<file path="src/design/obcd_defs.svh">
// constants for the option byte configuration decoder
// =====================================================================
// Functional notes
// byte0 bits 4:3 pick supply detect level; 11 turns both detectors off
// programmer keeps reserved bit 2 of byte0 at its default value
// package select is byte1 bit7 high, byte0 bit1 low; 11 is 80-lead
// byte0 bit0 low enables read-out protection, blocking reads and writes; the code drops both blocks while opt_busy is high
// erasing options under protection first erases all user memory
// programmer must not combine read-out protection with low supply detector
// unbonded pads of each 8-pad port reset to input with pull-up
// byte1 bit6 picks reset and halt-exit delay: 0 gives 4096, 1 gives 256
// programmer should choose 4096-cycle delay when a resonator is used
// byte1 bits 5:4 select clock source: resonator, reserved, RC, external
// byte1 bits 3:1 select oscillator range, 1-2 up to 8-16 MHz
// byte1 bit0 low enables the frequency doubler, high disables it
// programmer must not use doubler with RC or external clock source
// programmer enables doubler only with the 2-4 MHz range
// erased or unprogrammed option byte reads as ff
// option bytes reachable only in programming mode, not in memory map
// decoded fields latched during reset and held constant while running
`ifndef OBCD_DEFS_SVH
`define OBCD_DEFS_SVH
`define OBCD_ERASED_BYTE      8'hff
`define OBCD_B0_SUPPLY_HI     4
`define OBCD_B0_SUPPLY_LO     3
`define OBCD_B0_PKG_LOW       1
`define OBCD_B0_PROTECT       0
`define OBCD_B1_PKG_HIGH      7
`define OBCD_B1_RST_LEN       6
`define OBCD_B1_CLK_HI        5
`define OBCD_B1_CLK_LO        4
`define OBCD_B1_RANGE_HI      3
`define OBCD_B1_RANGE_LO      1
`define OBCD_B1_DOUBLER_OFF   0
`define OBCD_RST_LONG_CYCLES  13'd4096
`define OBCD_RST_SHORT_CYCLES 13'd256
`define OBCD_PORT_PADS        8
`define OBCD_ERASE_CYCLES     16'h0100
`endif

</file>
<file path="src/design/obcd_pkg.sv">
// types for the option byte configuration decoder
package obcd_pkg;
	typedef enum logic [1:0] {
		obcd_supply_high = 2'b00,
		obcd_supply_med  = 2'b01,
		obcd_supply_low  = 2'b10,
		obcd_supply_off  = 2'b11
	} obcd_supply_t;
	typedef enum logic [1:0] {
		obcd_clk_resonator = 2'b00,
		obcd_clk_reserved  = 2'b01,
		obcd_clk_rc        = 2'b10,
		obcd_clk_external  = 2'b11
	} obcd_clk_t;
	typedef enum logic [2:0] {
		range_1_2mhz  = 3'b000,
		range_2_4mhz  = 3'b001,
		range_4_8mhz  = 3'b010,
		range_8_16mhz = 3'b011
	} obcd_range_t;
	typedef enum logic [1:0] {
		obcd_st_idle  = 2'b00,
		obcd_st_erase = 2'b01,
		obcd_st_done  = 2'b10
	} obcd_state_t;
	typedef struct packed {
		obcd_supply_t supply_detect_level;
		logic         low_supply_reset_detector;
		logic         supply_warning_detector;
		logic [1:0]   package_select;
		logic         readout_protect;
		logic         reset_phase_length_select;
		obcd_clk_t    clock_source_select;
		obcd_range_t  oscillator_range_select;
		logic         doubler_enable;
	} obcd_cfg_t;
endpackage : obcd_pkg

</file>
<file path="src/design/obcd_top.sv">
// option byte store, decoder and reset-time configuration latch
//
// Our own choices: the plain strobed port and the placing of the registers.
`timescale 1ns/10ps
`default_nettype none
`include "obcd_defs.svh"
module obcd_top
	import obcd_pkg::*;
#(
	parameter int          PORTS        = 8,
	parameter logic [12:0] RST_LONG     = `OBCD_RST_LONG_CYCLES,
	parameter logic [12:0] RST_SHORT    = `OBCD_RST_SHORT_CYCLES,
	parameter logic [15:0] ERASE_CYCLES = `OBCD_ERASE_CYCLES
) (
	input  wire logic                    clk_sys,
	input  wire logic                    sys_rst,
	input  wire logic                    prog_mode_pin,
	input  wire logic                    opt_addr,
	input  wire logic [7:0]              opt_wdata,
	input  wire logic                    opt_wr,
	input  wire logic                    opt_rd,
	input  wire logic                    opt_erase,
	input  wire logic [PORTS*8-1:0]      pad_bonded,
	output logic      [7:0]              opt_rdata,
	output logic                         opt_busy,
	output logic                         user_mem_erase,
	output obcd_cfg_t                    cfg,
	output logic                         mem_read_block,
	output logic                         flash_write_block,
	output logic                         cpu_reset_hold,
	output logic                         halt_exit_busy,
	input  wire logic                    halt_exit_req,
	output logic      [PORTS*8-1:0]      pad_pullup_input
);
	// =================================================================
	// pin synchroniser
	logic       prog_meta;
	logic       prog_sync;
	logic [7:0] opt_byte0 = `OBCD_ERASED_BYTE;
	logic [7:0] opt_byte1 = `OBCD_ERASED_BYTE;
	obcd_state_t state;
	logic [15:0] erase_cnt;
	logic [12:0] delay_cnt;
	logic        halt_active;
	obcd_cfg_t   next_cfg;
	logic [12:0] phase_len;

	always_ff @(posedge clk_sys) begin
		if (sys_rst) begin
			prog_meta <= 1'b0;
			prog_sync <= 1'b0;
		end else begin
			prog_meta <= prog_mode_pin;
			prog_sync <= prog_meta;
		end
	end

	// =================================================================
	// option byte storage, non-volatile so not reset
	always_ff @(posedge clk_sys) begin
		if (prog_sync && state == obcd_st_erase
		    && erase_cnt == 16'h0000) begin
			opt_byte0 <= `OBCD_ERASED_BYTE;
			opt_byte1 <= `OBCD_ERASED_BYTE;
		end else if (prog_sync && opt_wr && state == obcd_st_idle) begin
			if (opt_addr)
				opt_byte1 <= opt_wdata;
			else
				opt_byte0 <= opt_wdata;
		end
	end

	// =================================================================
	// erase sequencing: user memory before option bytes when protected
	always_ff @(posedge clk_sys) begin
		if (sys_rst) begin
			state     <= obcd_st_idle;
			erase_cnt <= 16'h0000;
		end else begin
			case (state)
				obcd_st_idle: begin
					if (prog_sync && opt_erase) begin
						state <= obcd_st_erase;
						erase_cnt <= opt_byte0[`OBCD_B0_PROTECT]
							? 16'h0000 : ERASE_CYCLES;
					end
				end
				obcd_st_erase: begin
					if (erase_cnt == 16'h0000)
						state <= obcd_st_done;
					else
						erase_cnt <= erase_cnt - 16'h0001;
				end
				obcd_st_done: state <= obcd_st_idle;
				default: state <= obcd_st_idle;
			endcase
		end
	end

	always_ff @(posedge clk_sys) begin
		if (sys_rst) begin
			opt_busy       <= 1'b0;
			user_mem_erase <= 1'b0;
		end else begin
			opt_busy <= (state == obcd_st_erase)
				|| (state == obcd_st_idle && prog_sync && opt_erase);
			user_mem_erase <= (state == obcd_st_erase)
				&& (erase_cnt != 16'h0000);
		end
	end

	// =================================================================
	// read port, programming mode only
	always_ff @(posedge clk_sys) begin
		if (sys_rst)
			opt_rdata <= 8'h00;
		else if (opt_rd && prog_sync)
			opt_rdata <= opt_addr ? opt_byte1 : opt_byte0;
		else
			opt_rdata <= 8'h00;
	end

	// =================================================================
	// decode
	always_comb begin
		next_cfg = '0;
		next_cfg.supply_detect_level = obcd_supply_t'(
			opt_byte0[`OBCD_B0_SUPPLY_HI:`OBCD_B0_SUPPLY_LO]);
		next_cfg.low_supply_reset_detector =
			opt_byte0[`OBCD_B0_SUPPLY_HI:`OBCD_B0_SUPPLY_LO] != 2'b11;
		next_cfg.supply_warning_detector =
			opt_byte0[`OBCD_B0_SUPPLY_HI:`OBCD_B0_SUPPLY_LO] != 2'b11;
		next_cfg.package_select = {opt_byte1[`OBCD_B1_PKG_HIGH],
			opt_byte0[`OBCD_B0_PKG_LOW]};
		next_cfg.readout_protect = ~opt_byte0[`OBCD_B0_PROTECT];
		next_cfg.reset_phase_length_select =
			opt_byte1[`OBCD_B1_RST_LEN];
		next_cfg.clock_source_select = obcd_clk_t'(
			opt_byte1[`OBCD_B1_CLK_HI:`OBCD_B1_CLK_LO]);
		next_cfg.oscillator_range_select = obcd_range_t'(
			opt_byte1[`OBCD_B1_RANGE_HI:`OBCD_B1_RANGE_LO]);
		next_cfg.doubler_enable =
			~opt_byte1[`OBCD_B1_DOUBLER_OFF];
	end

	// =================================================================
	// configuration latch: sampled while reset is held
	always_ff @(posedge clk_sys) begin
		if (sys_rst)
			cfg <= next_cfg;
	end

	always_ff @(posedge clk_sys) begin
		if (sys_rst) begin
			mem_read_block    <= 1'b1;
			flash_write_block <= 1'b1;
		end else begin
			mem_read_block    <= cfg.readout_protect && !opt_busy;
			flash_write_block <= cfg.readout_protect && !opt_busy;
		end
	end

	// =================================================================
	// reset phase and halt exit delay
	assign phase_len = cfg.reset_phase_length_select
		? RST_SHORT : RST_LONG;

	always_ff @(posedge clk_sys) begin
		if (sys_rst) begin
			delay_cnt      <= 13'h0000;
			halt_active    <= 1'b0;
			cpu_reset_hold <= 1'b1;
			halt_exit_busy <= 1'b0;
		end else begin
			if (cpu_reset_hold || halt_active) begin
				if (delay_cnt == phase_len - 13'h0001) begin
					cpu_reset_hold <= 1'b0;
					halt_active    <= 1'b0;
					halt_exit_busy <= 1'b0;
					delay_cnt      <= 13'h0000;
				end else begin
					delay_cnt <= delay_cnt + 13'h0001;
				end
			end else if (halt_exit_req) begin
				halt_active    <= 1'b1;
				halt_exit_busy <= 1'b1;
			end
		end
	end

	// =================================================================
	// unbonded pads: input with pull-up
	always_ff @(posedge clk_sys) begin
		if (sys_rst)
			pad_pullup_input <= '1;
		else
			pad_pullup_input <= ~pad_bonded;
	end
endmodule : obcd_top
`default_nettype wire

</file>
<file path="config.mk">
export PLATFORM = sky130hd
export DESIGN_NAME = obcd_top
export DESIGN_NICKNAME = d
export VERILOG_FILES = /design/src/design/obcd_pkg.sv /design/src/design/obcd_top.sv
export VERILOG_INCLUDE_DIRS = /design/src /design/src/design
export SDC_FILE = /design/constraint.sdc
export NUM_CORES = 1
export LEC_CHECK = 0
export BUFFER_PORTS_ARGS = -buffer_cell sky130_fd_sc_hd__buf_2
export CORE_UTILIZATION = 52
export CTS_CLUSTER_SIZE = 14
export DETAILED_ROUTE_END_ITERATION = 12
export PLACE_DENSITY_LB_ADDON = 0.12
export SYNTH_ARGS = -nofsm -noshare
export SYNTH_HDL_FRONTEND = slang
export SYNTH_SLANG_ARGS = --single-unit
</file>
<file path="constraint.sdc">
create_clock -name clk_sys -period 6.3 [get_ports clk_sys]
set_clock_uncertainty 0.15 [all_clocks]
set_input_delay 0.315 -clock clk_sys [delete_from_list [all_inputs] [get_ports clk_sys]]
set_output_delay 0.315 -clock clk_sys [all_outputs]
set_load 0.1 [all_outputs]
</file>
==> results by group, run 1 <==
Power and ir drop
  – Leakage: ~3.0 nW
  – Seq pwr share: 0.408
  – Switching Fraction: 0.334
  – VDD IR max: around 0.21 mV
  – Combinational power share: 0.192
  – Cell Int Power: around 0.0016 W
  – Clock Power Share: 0.400
  – NetSw: roughly 0.00082 W
  – Pwr per Cell Area: approximately 360 mW/mm^2

Timing
  – RSZ-0062 raised after global routing: no
  – Final setup fails: 0
  – Final hold violations: 0
  – Slew Limit Fails: 0
  – Max Fclk: roughly 0.35 GHz
  – Least-Margin Pin Slew: between 0.8 and 0.9 ns
  – Setup TNS: 0 ns
  – Slew HR: 0.401
  – Period utilisation layout: 0.454
  – PnR worst setup slack: 3.44 ns
  – Crit path time final: 2.86 ns

Worst setup path
  – WP data arrival: 3.16 ns
  – Critical path fanouts, max: 18
  – Crit Reg-Reg Startpoint: erase_cnt[0]$_SDFFE_PP0P_
  – Critical Path Source: erase_cnt[0]$_SDFFE_PP0P_
  – CP endpoint kind: register
  – R2R cell count: 6
  – Critical path class: reg -> reg
  – CP required: about 6.6 ns
  – Crit path launch type: register

Clock tree
  – CTS Buf Count: 17
  – TritonCTS clock tree: yes
  – Setup Buffers After CTS: 0
  – Clk sink count: approximately 140
  – Hold_buf cts: between 70 and 80
  – Post_cts resized: 0
  – Worst-Skew Late Latency: ~0.52 ns
  – Clk slew on worst S/H paths: 0.06 ns
  – H-tree depth: 4
  – Clk buf depth: 2
  – Root buf cell: clkbuf_8

Die
  – Die area: 0.00920 sq mm
  – Initial cell density of the core: 0.547
  – Die Ht: between 90 and 100 um
  – Std cell rows: 33
  – Die Width: 95.9 um
  – Ports: 172
  – Core footprint: 0.00838 sq mm

Place
  – I/O Buffers: 171
  – Final GP Congestion: 0.804
  – Dpl hpwl: 7640 um
  – Post-Place Setup Slack: roughly 3.5 ns

Global routing
  – Initial antenna violation count: 1
  – Vias in the first global route: 4132
  – All-Layer GR Usage: 0.303
  – Remaining Overflow, GRT: 0
  – Global-route wire length before repair: 20500 um
  – Largest net degree at the start of global routing: 48

Status
  – Outcome: completed

Worst hold path
  – Worst Hold Class: in -> reg
  – Hold-critical path depth: 3
  – Hold path start: opt_addr

Synth
  – Largest area contributor in the netlist: dfxtp_1
  – EDFF count, synth: 13
  – Yosys cell types: 47
  – Register bit total from synthesis: approximately 140
  – Commonest cells post-synth: dfxtp_1 (126), nand2_1 (89), nor2_1 (26), mux2i_1 (24), a21oi_1 (19)
  – Ys flop type: dfxtp_1
  – Synth area leaders: dfxtp_1 (55%), edfxtp_1 (8.5%), nand2_1 (7.3%)
  – Syn Area/Cell: about 11 sq um
  – Synth Net Count: ~510
  – Adder-cell area share of the yosys netlist: 0.00546
  – Post-Syn Area: ~0.0046 sq mm
  – Post-synthesis mux area share: 0.0524
  – Count leader, synth: dfxtp_1
  – Main combinational cell family by area after synthesis: simple AND/OR/NAND/NOR gates
  – Post-synthesis compound-gate area fraction: 0.0690
  – YS warnings: 0
  – Post-synthesis xor/xnor area fraction: 0.0191
  – Simple-gate share of the synthesized area: 0.188
  – Yosys top cell area share: 0.550
  – Async SR Flop Fraction: 0
  – Post-synthesis instance total: 432
  – Seq/Total Area, Yosys: 0.635

Detailed routing
  – Final ANT Viol Nets: 0
  – DRT iter0 DRCs: 175
  – DRT Pass-1 Iters: 6
  – Vias/cell: about 5.3
  – WL/cell: around 17 um
  – Residual DRC count: 0
  – Total Wirelength: around 14000 um
  – Via count: 4232

Layout
  – Fillers: 449
  – FF+latch area: between 0.002 and 0.003 sq mm
  – Share of cells above drive strength 1: 0.319
  – Nets: approximately 760
  – Final core occ: 0.813
  – Area of the multi-input gates: around 0.0015 sq mm
  – Layout area overhead: 48.5%

Job
  – Max cap viols: 0
-- cell usage in the layout, fill, tap and decap left out, types with 10 or more instances in the layout --
master / instances
dfxtp_1: 126
a21oi_1: 19
nand2_1: 89
o31ai_1: 11
dlygate4sd3_1: 74
inv_1: 10
nor2_1: 26
edfxtp_1: 13
clkbuf_16: 17
mux2i_1: 24
buf_2: 171
-- registers in the layout, summed over array words and instances, names as in the netlist --
| signal | flops |
|---|---|
| pad_pullup_input | 64 |
| erase_cnt | 16 |
| cfg | 13 |
| delay_cnt | 13 |
| opt_byte0 | 8 |
| opt_byte1 | 8 |
| opt_rdata | 8 |
| state | 2 |
| cpu_reset_hold | 1 |
| flash_write_block | 1 |
| halt_active | 1 |
| opt_busy | 1 |
| prog_meta | 1 |
| prog_sync | 1 |
| user_mem_erase | 1 |
-- critical path, cell delays in order, from the launching register on --
cell      delay (ns)
dfxtp_1         0.34
inv_1           0.07
ha_1            0.17
or3b_1          0.53
nor4_4          0.86
nand3_2         0.44
o211ai_1        0.20
-- metal layers --
metal	up-vias	wire, um	track usage
li1	1984	-	-
met1	1999	5200	0.313
met2	196	7140	0.543
met3	53	904	0.100
met4	0	558	0.163
met5	-	0	0
-- final cells by class --
class	count	area share
sequential	139	0.428
clock buffer	18	0.0645
tap	105	0.0193
inverter	11	0.00606
timing repair buffer	246	0.235
clock inverter	14	0.0219
multi-input combinational	261	0.225
antenna	1	0.000367
-- metrics by stage --
step                      hold WS (ns)  std cells  instance area (sq um)  total power, W
final                            0.102        795                   6810         0.00246
after CTS                       0.0946        794                   6810         0.00245
after detailed placement         0.282        688                   5480         0.00144
after floorplan                  0.227        432                   4590         0.00136
after global placement           0.274        688                   5480         0.00144
after global routing             0.112        795                   6810         0.00253
-- power by group through the flow --
stage	combinational [W]	sequential (W)	clock, W
floorplan	0.0000831	0.00128	0
global placement	0.000421	0.00102	0
detailed placement	0.000426	0.00102	0
CTS	0.000464	0.00100	0.000988
global route	0.000491	0.00101	0.00103
finish	0.000472	0.00100	0.000983
-- cells by family (layout without fill, tap and decap cells) --
group,count (synthesis),after routing
simple gates,177,177
flops,139,139
compound gates,48,48
buf+inv,32,289
mux,24,24
xor+xnor,10,10
fa+ha+maj,2,2
other cells,0,1
-- final timing paths --
kind | end | slack (ns)
worst min-delay path | opt_rdata[6]$_SDFF_PP0_ | 0.10
worst max register to register | opt_byte0[0]$_SDFFE_PP1P_ | 3.44
worst max-delay path | opt_byte0[0]$_SDFFE_PP1P_ | 3.44
worst min register to register | prog_sync$_SDFF_PP0_ | 0.29
Note: power is estimated with default switching activity, not from simulation.
==> run 2: changes to the inputs <==
- ABC_AREA: unset -> 1
- CORE_UTILIZATION: 52 -> 44
- clock period: 6.3 -> 2.5 ns (I/O delays scaled with it)
==> run 2 against run 1 <==
Die area grew 23%. Clock-buffer cell count increased by 3. Clock power increased by 130%. Via count rose by 2.8%. Non-clock buffer count up 7. Register-to-register slack worse by 2.8 ns. Global-route usage shrank 6.7 points. Synthesized cell count increased by 25%. Hold slack better by 0.043 ns. Design area increased by 3.8%. Fmax is 54% higher.
==> results by group, run 2 <==
Power and ir drop
  – VDD IR max: 0.531 mV (+160%)
  – Pwr per Cell Area: 878 mW/mm^2 (+140%)
  – Switching Fraction: 0.335 (+0.000818)
  – Leakage: 3.36 nW (+11%)
  – NetSw: 0.00208 W (+150%)
  – Combinational power share: 0.226 (+0.034)
  – Cell Int Power: 0.00413 W (+150%)
  – Clock Power Share: 0.360 (-0.040)
  – Seq pwr share: 0.414 (+0.006)

Clock tree
  – Root buf cell: clkbuf_8
  – Post_cts resized: 0 (unchanged)
  – H-tree depth: 4 (unchanged)
  – Worst-Skew Late Latency: 0.52 ns (about the same)
  – Clk slew on worst S/H paths: 0.06 ns (about the same)
  – TritonCTS clock tree: yes
  – Clk buf depth: 2 (unchanged)
  – Setup Buffers After CTS: 0 (unchanged)
  – CTS Buf Count: 17 (unchanged)
  – Clk sink count: 139 (unchanged)

Timing
  – Least-Margin Pin Slew: 0.596 ns (-0.295 ns)
  – Slew Limit Fails: 0 (unchanged)
  – PnR worst setup slack: 0.644 ns (-2.79 ns)
  – Hold_ws: 0.145 ns (+0.0432 ns)
  – Slew HR: 0.601 (+0.200)
  – Period utilisation layout: 0.742 (+0.288)
  – Final setup fails: 0 (unchanged)
  – Final hold violations: 0 (unchanged)
  – Setup TNS: 0 ns (unchanged)
  – Max Fclk: 0.539 GHz (+54%)
  – Crit path time final: 1.86 ns (-1.01 ns)
  – RSZ-0062 raised after global routing: no

Synth
  – Synth Net Count: 624 (+21%)
  – Count leader, synth: nand2_1
  – Yosys top cell area share: 0.527 (-0.0231)
  – Largest area contributor in the netlist: dfxtp_1
  – Ys flop type: dfxtp_1
  – YS warnings: 0 (unchanged)
  – Seq/Total Area, Yosys: 0.608 (-0.0267)
  – Commonest cells post-synth: nand2_1 (150), dfxtp_1 (126), inv_1 (68), nor2_1 (59), nand3_1 (23)
  – EDFF count, synth: 13 (unchanged)
  – Synth area leaders: dfxtp_1 (53%), nand2_1 (12%), edfxtp_1 (8.2%)
  – Syn Area/Cell: 8.83 sq um (-17%)
  – Register bit total from synthesis: 139 (unchanged)
  – Post-Syn Area: 0.00479 sq mm (+4.4%)
  – Async SR Flop Fraction: 0 (unchanged)
  – Yosys cell types: 27 (-43%)
  – Post-synthesis instance total: 542 (+25%)

Job
  – Max cap viols: 0 (unchanged)

Worst setup path
  – WP data arrival: 2.17 ns (-0.99 ns)
  – CP required: 2.82 ns (-3.78 ns)
  – Crit path launch type: register
  – CP endpoint kind: register
  – Critical path class: reg -> reg
  – R2r setup slk: 0.64 ns (-2.79 ns)
  – Critical path fanouts, max: 8 (-10)

Detailed routing
  – Final ANT Viol Nets: 0 (unchanged)
  – Vias/cell: 4.60 (-14%)
  – Via count: 4349 (+2.8%)
  – WL/cell: 13.6 um (-21%)
  – Total Wirelength: 12900 um (-6.6%)
  – DRT iter0 DRCs: 241 (+38%)
  – Residual DRC count: 0 (unchanged)
  – DRT Pass-1 Iters: 4 (-2)

Layout
  – Top Registers: pad_pullup_input: 64 flops, erase_cnt: 16 flops
  – Fillers: 788 (+76%)
  – Layout area overhead: 47.6%
  – Biggest register: pad_pullup_input
  – Max FFs per register: 64 (unchanged)
  – Final core occ: 0.679 (-0.134)
  – Share of cells above drive strength 1: 0.274 (-0.0449)
  – Non-filler cells, final: 945 (+19%)
  – Most frequent cells in the layout: buf_2 (171), nand2_1 (150), dfxtp_1 (126), dlygate4sd3_1 (79), inv_1 (67)
  – Antenna diodes: 0 (-1)
  – Nets: 878 (+16%)
  – Most common cell after layout, fill and taps aside: buf_2

Die
  – Std cell rows: 37 (+12%)
  – Die Ht: 106 um (+11%)
  – Initial cell density of the core: 0.460 (-0.0875)
  – Die Width: 106 um (+11%)
  – Die area: 0.0113 sq mm (+23%)
  – Core footprint: 0.0104 sq mm (+24%)
  – Ports: 172 (unchanged)

Global routing
  – Largest net degree at the start of global routing: 58 (+21%)
  – All-Layer GR Usage: 0.236 (-0.0674)
  – Remaining Overflow, GRT: 0 (unchanged)
  – Initial antenna violation count: 0 (-1)
  – Vias in the first global route: 4347 (+5.2%)
  – Global-route wire length before repair: 20500 um (-0.27%)

Worst hold path
  – Worst Hold Class: in -> reg

Place
  – Final GP Congestion: 0.796 (-1.0%)
  – I/O Buffers: 171 (unchanged)
  – Dpl hpwl: 8040 um (+5.1%)
  – Placed cells: 834 (+21%)
  – Post-Place Setup Slack: 0.730 ns (-2.79 ns)

Status
  – Outcome: completed
## run 2: layer usage
metal	share of wire	vias up	global-route usage	wire length, um
li1	-	2222	-	-
met1	0.41	1949	0.253	5260
met2	0.51	153	0.426	6520
met3	0.059	25	0.0625	765
met4	0.028	0	0.115	357
met5	0	-	0	0
## run 2: kinds of logic (layout without fill, tap and decap cells)
| kind of cell | count (synthesis) | in the layout | synth area share |
|---|---|---|---|
| simple gates | 260 | 260 | 0.226 |
| buf+inv | 86 | 353 | 0.0737 |
| compound gates | 39 | 39 | 0.0533 |
| flops | 139 | 139 | 0.608 |
| xor+xnor | 8 | 8 | 0.0146 |
| fa+ha+maj | 2 | 2 | 0.00523 |
| mux | 8 | 8 | 0.0186 |
## run 2: final cells by class
cell class,count,area (sq um),area share
inverters,68,255,0.0361
multi-input cells,317,1520,0.215
well taps,136,170,0.0241
repair buffers,253,1680,0.238
clock buffers,21,429,0.0607
clock inverters,11,97.6,0.0138
flip-flops and latches,139,2910,0.412
## run 2: per-stage QoR
stage | total power (W) | cell area (sq um)
after floorplan | 0.00366 | 4790
after global placement | 0.00389 | 5750
after detailed placement | 0.00390 | 5750
after CTS | 0.00625 | 7070
after global routing | 0.00645 | 7070
final | 0.00621 | 7070
## run 2: final timing paths
check        cells past startpoint                 start                              to
max                              5  prog_sync$_SDFF_PP0_         opt_rdata[0]$_SDFF_PP0_
min                              3         pad_bonded[5]  pad_pullup_input[5]$_SDFF_PP1_
max reg2reg                      5  prog_sync$_SDFF_PP0_         opt_rdata[0]$_SDFF_PP0_
min reg2reg                      2  prog_meta$_SDFF_PP0_            prog_sync$_SDFF_PP0_
## run 2: worst max-delay path, stage by stage (launching register included)
cell           delay, ns
dfxtp_1             0.39
nand2_1             0.07
nor2_1              0.46
nand2_1             0.11
dlygate4sd3_1       0.57
inv_1               0.05
## run 2: timing repair
action                                  CTS  global route
endpoints found under the hold margin   102             0
hold buffers                             79             0
endpoints found under the setup margin    0             0
## run 2: power groups by stage
stage	Clock (W)	Combinational [W]	Sequential, W
3_3_place_gp	0	0.00128	0.00261
6_report	0.00224	0.00140	0.00257
3_5_place_dp	0	0.00129	0.00261
2_1_floorplan	0	0.000362	0.00330
4_1_cts	0.00229	0.00140	0.00257
5_1_grt	0.00238	0.00148	0.00259
==> run 3: changes to the inputs <==
- clock period: 2.5 -> 1.6 ns (I/O delays scaled with it)
==> run 3 against run 2 <==
Clock power increased by 72%. Sequential power increased by 56%. First-iteration DRC count decreased by 5.4%. Combinational power increased by 64%. Routed wire length increased by 5.5%. Register-to-register slack got worse by 0.59 ns. Global-route usage increased by 0.60 points. Power increased by 64%. Design area increased by 6.1%. Clock-buffer cell count decreased by 2. Worst setup slack got worse by 0.59 ns. Critical path type unchanged. Critical endpoint is now erase_cnt[12]$_SDFFE_PP0P_. Largest cell class unchanged.
==> results by group, run 3 (same netlist as run 2, synthesis figures left out) <==
Status
  – Outcome: completed

Timing
  – Max Fclk: 0.649 GHz (+20%)
  – Slew Limit Fails: 0 (unchanged)
  – Setup TNS: 0 ns (unchanged)
  – Crit path time final: 1.54 ns (-0.314 ns)
  – Period utilisation layout: 0.964 (+0.221)
  – Least-Margin Pin Slew: 0.516 ns (-0.0799 ns)
  – Final hold violations: 0 (unchanged)
  – Final setup fails: 0 (unchanged)
  – Hold_ws: 0.0395 ns (-0.106 ns)
  – RSZ-0062 raised after global routing: yes
  – Slew HR: 0.658 (+0.0571)
  – PnR worst setup slack: 0.0583 ns (-0.586 ns)

Layout
  – Nets: 902 (+2.7%)
  – Biggest register: pad_pullup_input
  – Share of cells above drive strength 1: 0.339 (+0.0641)
  – Top Registers: pad_pullup_input: 64 flops, erase_cnt: 16 flops
  – Antenna diodes: 0 (unchanged)
  – Most common cell after layout, fill and taps aside: buf_2
  – Layout area overhead: 56.7%
  – Most frequent cells in the layout: buf_2 (169), nand2_1 (146), dfxtp_1 (114), dlygate4sd3_1 (82), inv_1 (65)
  – Max FFs per register: 64 (unchanged)
  – Non-filler cells, final: 969 (+2.5%)

Power and ir drop
  – Leakage: 3.54 nW (+5.4%)
  – VDD IR max: 1.06 mV (+99%)
  – Overall power: 0.0102 W (+64%)
  – Pwr per Cell Area: 1350 mW/mm^2 (+54%)

Detailed routing
  – DRT Pass-1 Iters: 4 (unchanged)
  – Total Wirelength: 13600 um (+5.5%)
  – Vias/cell: 4.71 (+2.4%)
  – WL/cell: 14.0 um (+2.8%)
  – Via count: 4568 (+5.0%)
  – DRT iter0 DRCs: 228 (-5.4%)
  – Residual DRC count: 0 (unchanged)
  – Final ANT Viol Nets: 0 (unchanged)

Clock tree
  – CTS Buf Count: 17 (unchanged)
  – Clk sink count: 139 (unchanged)
  – TritonCTS clock tree: yes
  – Worst-Skew Late Latency: 0.51 ns (about the same)
  – Clk buf depth: 2 (unchanged)
  – Root buf cell: clkbuf_8
  – H-tree depth: 4 (unchanged)
  – Clk slew on worst S/H paths: 0.06 ns (about the same)

Global routing
  – Initial antenna violation count: 0 (unchanged)
  – Global-route wire length before repair: 21100 um (+2.9%)
  – Met1 usage: 0.266 (+0.0136)
  – Grt met2 use: 0.429 (+0.00278)
  – Global route hottest layer: met2
  – Largest net degree at the start of global routing: 35 (-40%)
  – Remaining Overflow, GRT: 0 (unchanged)
  – All-Layer GR Usage: 0.242 (+0.00603)
  – Met3 usage: 0.0570 (-0.00552)
  – Vias in the first global route: 4468 (+2.8%)

Place
  – Placed cells: 850 (+1.9%)
  – Dpl hpwl: 8270 um (+2.9%)
  – Post-Place Setup Slack: -0.0270 ns (-0.757 ns)
  – I/O Buffers: 171 (unchanged)
  – Final GP Congestion: 0.873 (+9.7%)

Die
  – Initial cell density of the core: 0.460 (unchanged)
  – Die area: 0.0113 sq mm (unchanged)
  – Core footprint: 0.0104 sq mm (unchanged)
  – Die Ht: 106 um (unchanged)
  – Die Width: 106 um (unchanged)
  – Ports: 172 (unchanged)
  – Std cell rows: 37 (unchanged)

Worst setup path
  – Crit path launch type: register
  – CP required: 1.86 ns (-0.96 ns)
  – Critical path class: reg -> reg
  – WP data arrival: 1.80 ns (-0.37 ns)
  – Critical path fanouts, max: 9 (+1)
  – CP endpoint kind: register

Worst hold path
  – Worst Hold Class: in -> reg

Job
  – Max cap viols: 0 (unchanged)
==> run 3: where the power goes <==
part           switching [W]  leakage [nW]  internal (W)
combinational        0.00169          2.07      0.000606
sequential          0.000173          1.18       0.00385
clock                0.00154         0.289       0.00230
total                0.00341          3.54       0.00676
==> run 3: final cells by class <==
class                   count  area (sq um)
clock buffers              19           432
fillers                   765          2910
clock inverters            13           153
inverters                  68           258
multi-input cells         319          1700
flip-flops and latches    139          2940
repair buffers            275          1850
well taps                 136           170
==> run 3: layer usage <==
layer  wire (um)  share of wire
met4         379          0.028
met2        7000           0.51
met3         669          0.049
met1        5550           0.41
met5           0              0
==> run 3: path summary, 6_finish.rpt <==
path                             start                         end  slack (ns)  cells after the start
max          erase_cnt[0]$_SDFFE_PP0P_  erase_cnt[12]$_SDFFE_PP0P_        0.06                     11
min                             opt_wr   opt_byte1[4]$_SDFFE_PP1P_        0.04                      7
max reg2reg  erase_cnt[0]$_SDFFE_PP0P_  erase_cnt[12]$_SDFFE_PP0P_        0.06                     11
min reg2reg       prog_meta$_SDFF_PP0_        prog_sync$_SDFF_PP0_        0.26                      2
==> run 3: through the flow <==
step                      utilization  cell area (sq um)
after floorplan                     -               4800
after CTS                       0.700               7300
after global routing            0.720               7500
final                           0.720               7500
after detailed placement        0.563               5870
after global placement          0.563               5870
==> run 3: timing repair <==
action                                 4_1_cts  5_1_grt
gates cloned                                 0        2
buffers inserted                             0        3
endpoints found under the hold margin      113        0
setup endpoints to repair                   16       42
hold buffers                                82        0
pin swaps                                    1       15
resized for setup                            6       48
==> run 3: critical path, stage by stage (launching register included) <==
cell	delay, ns
dfxtp_2	0.33
inv_2	0.07
ha_4	0.17
nand2_4	0.07
nor2_1	0.10
nand2_1	0.09
nand2_4	0.16
nand2_8	0.10
nand2_1	0.07
nand2_1	0.04
inv_1	0.05
nor2_1	0.04
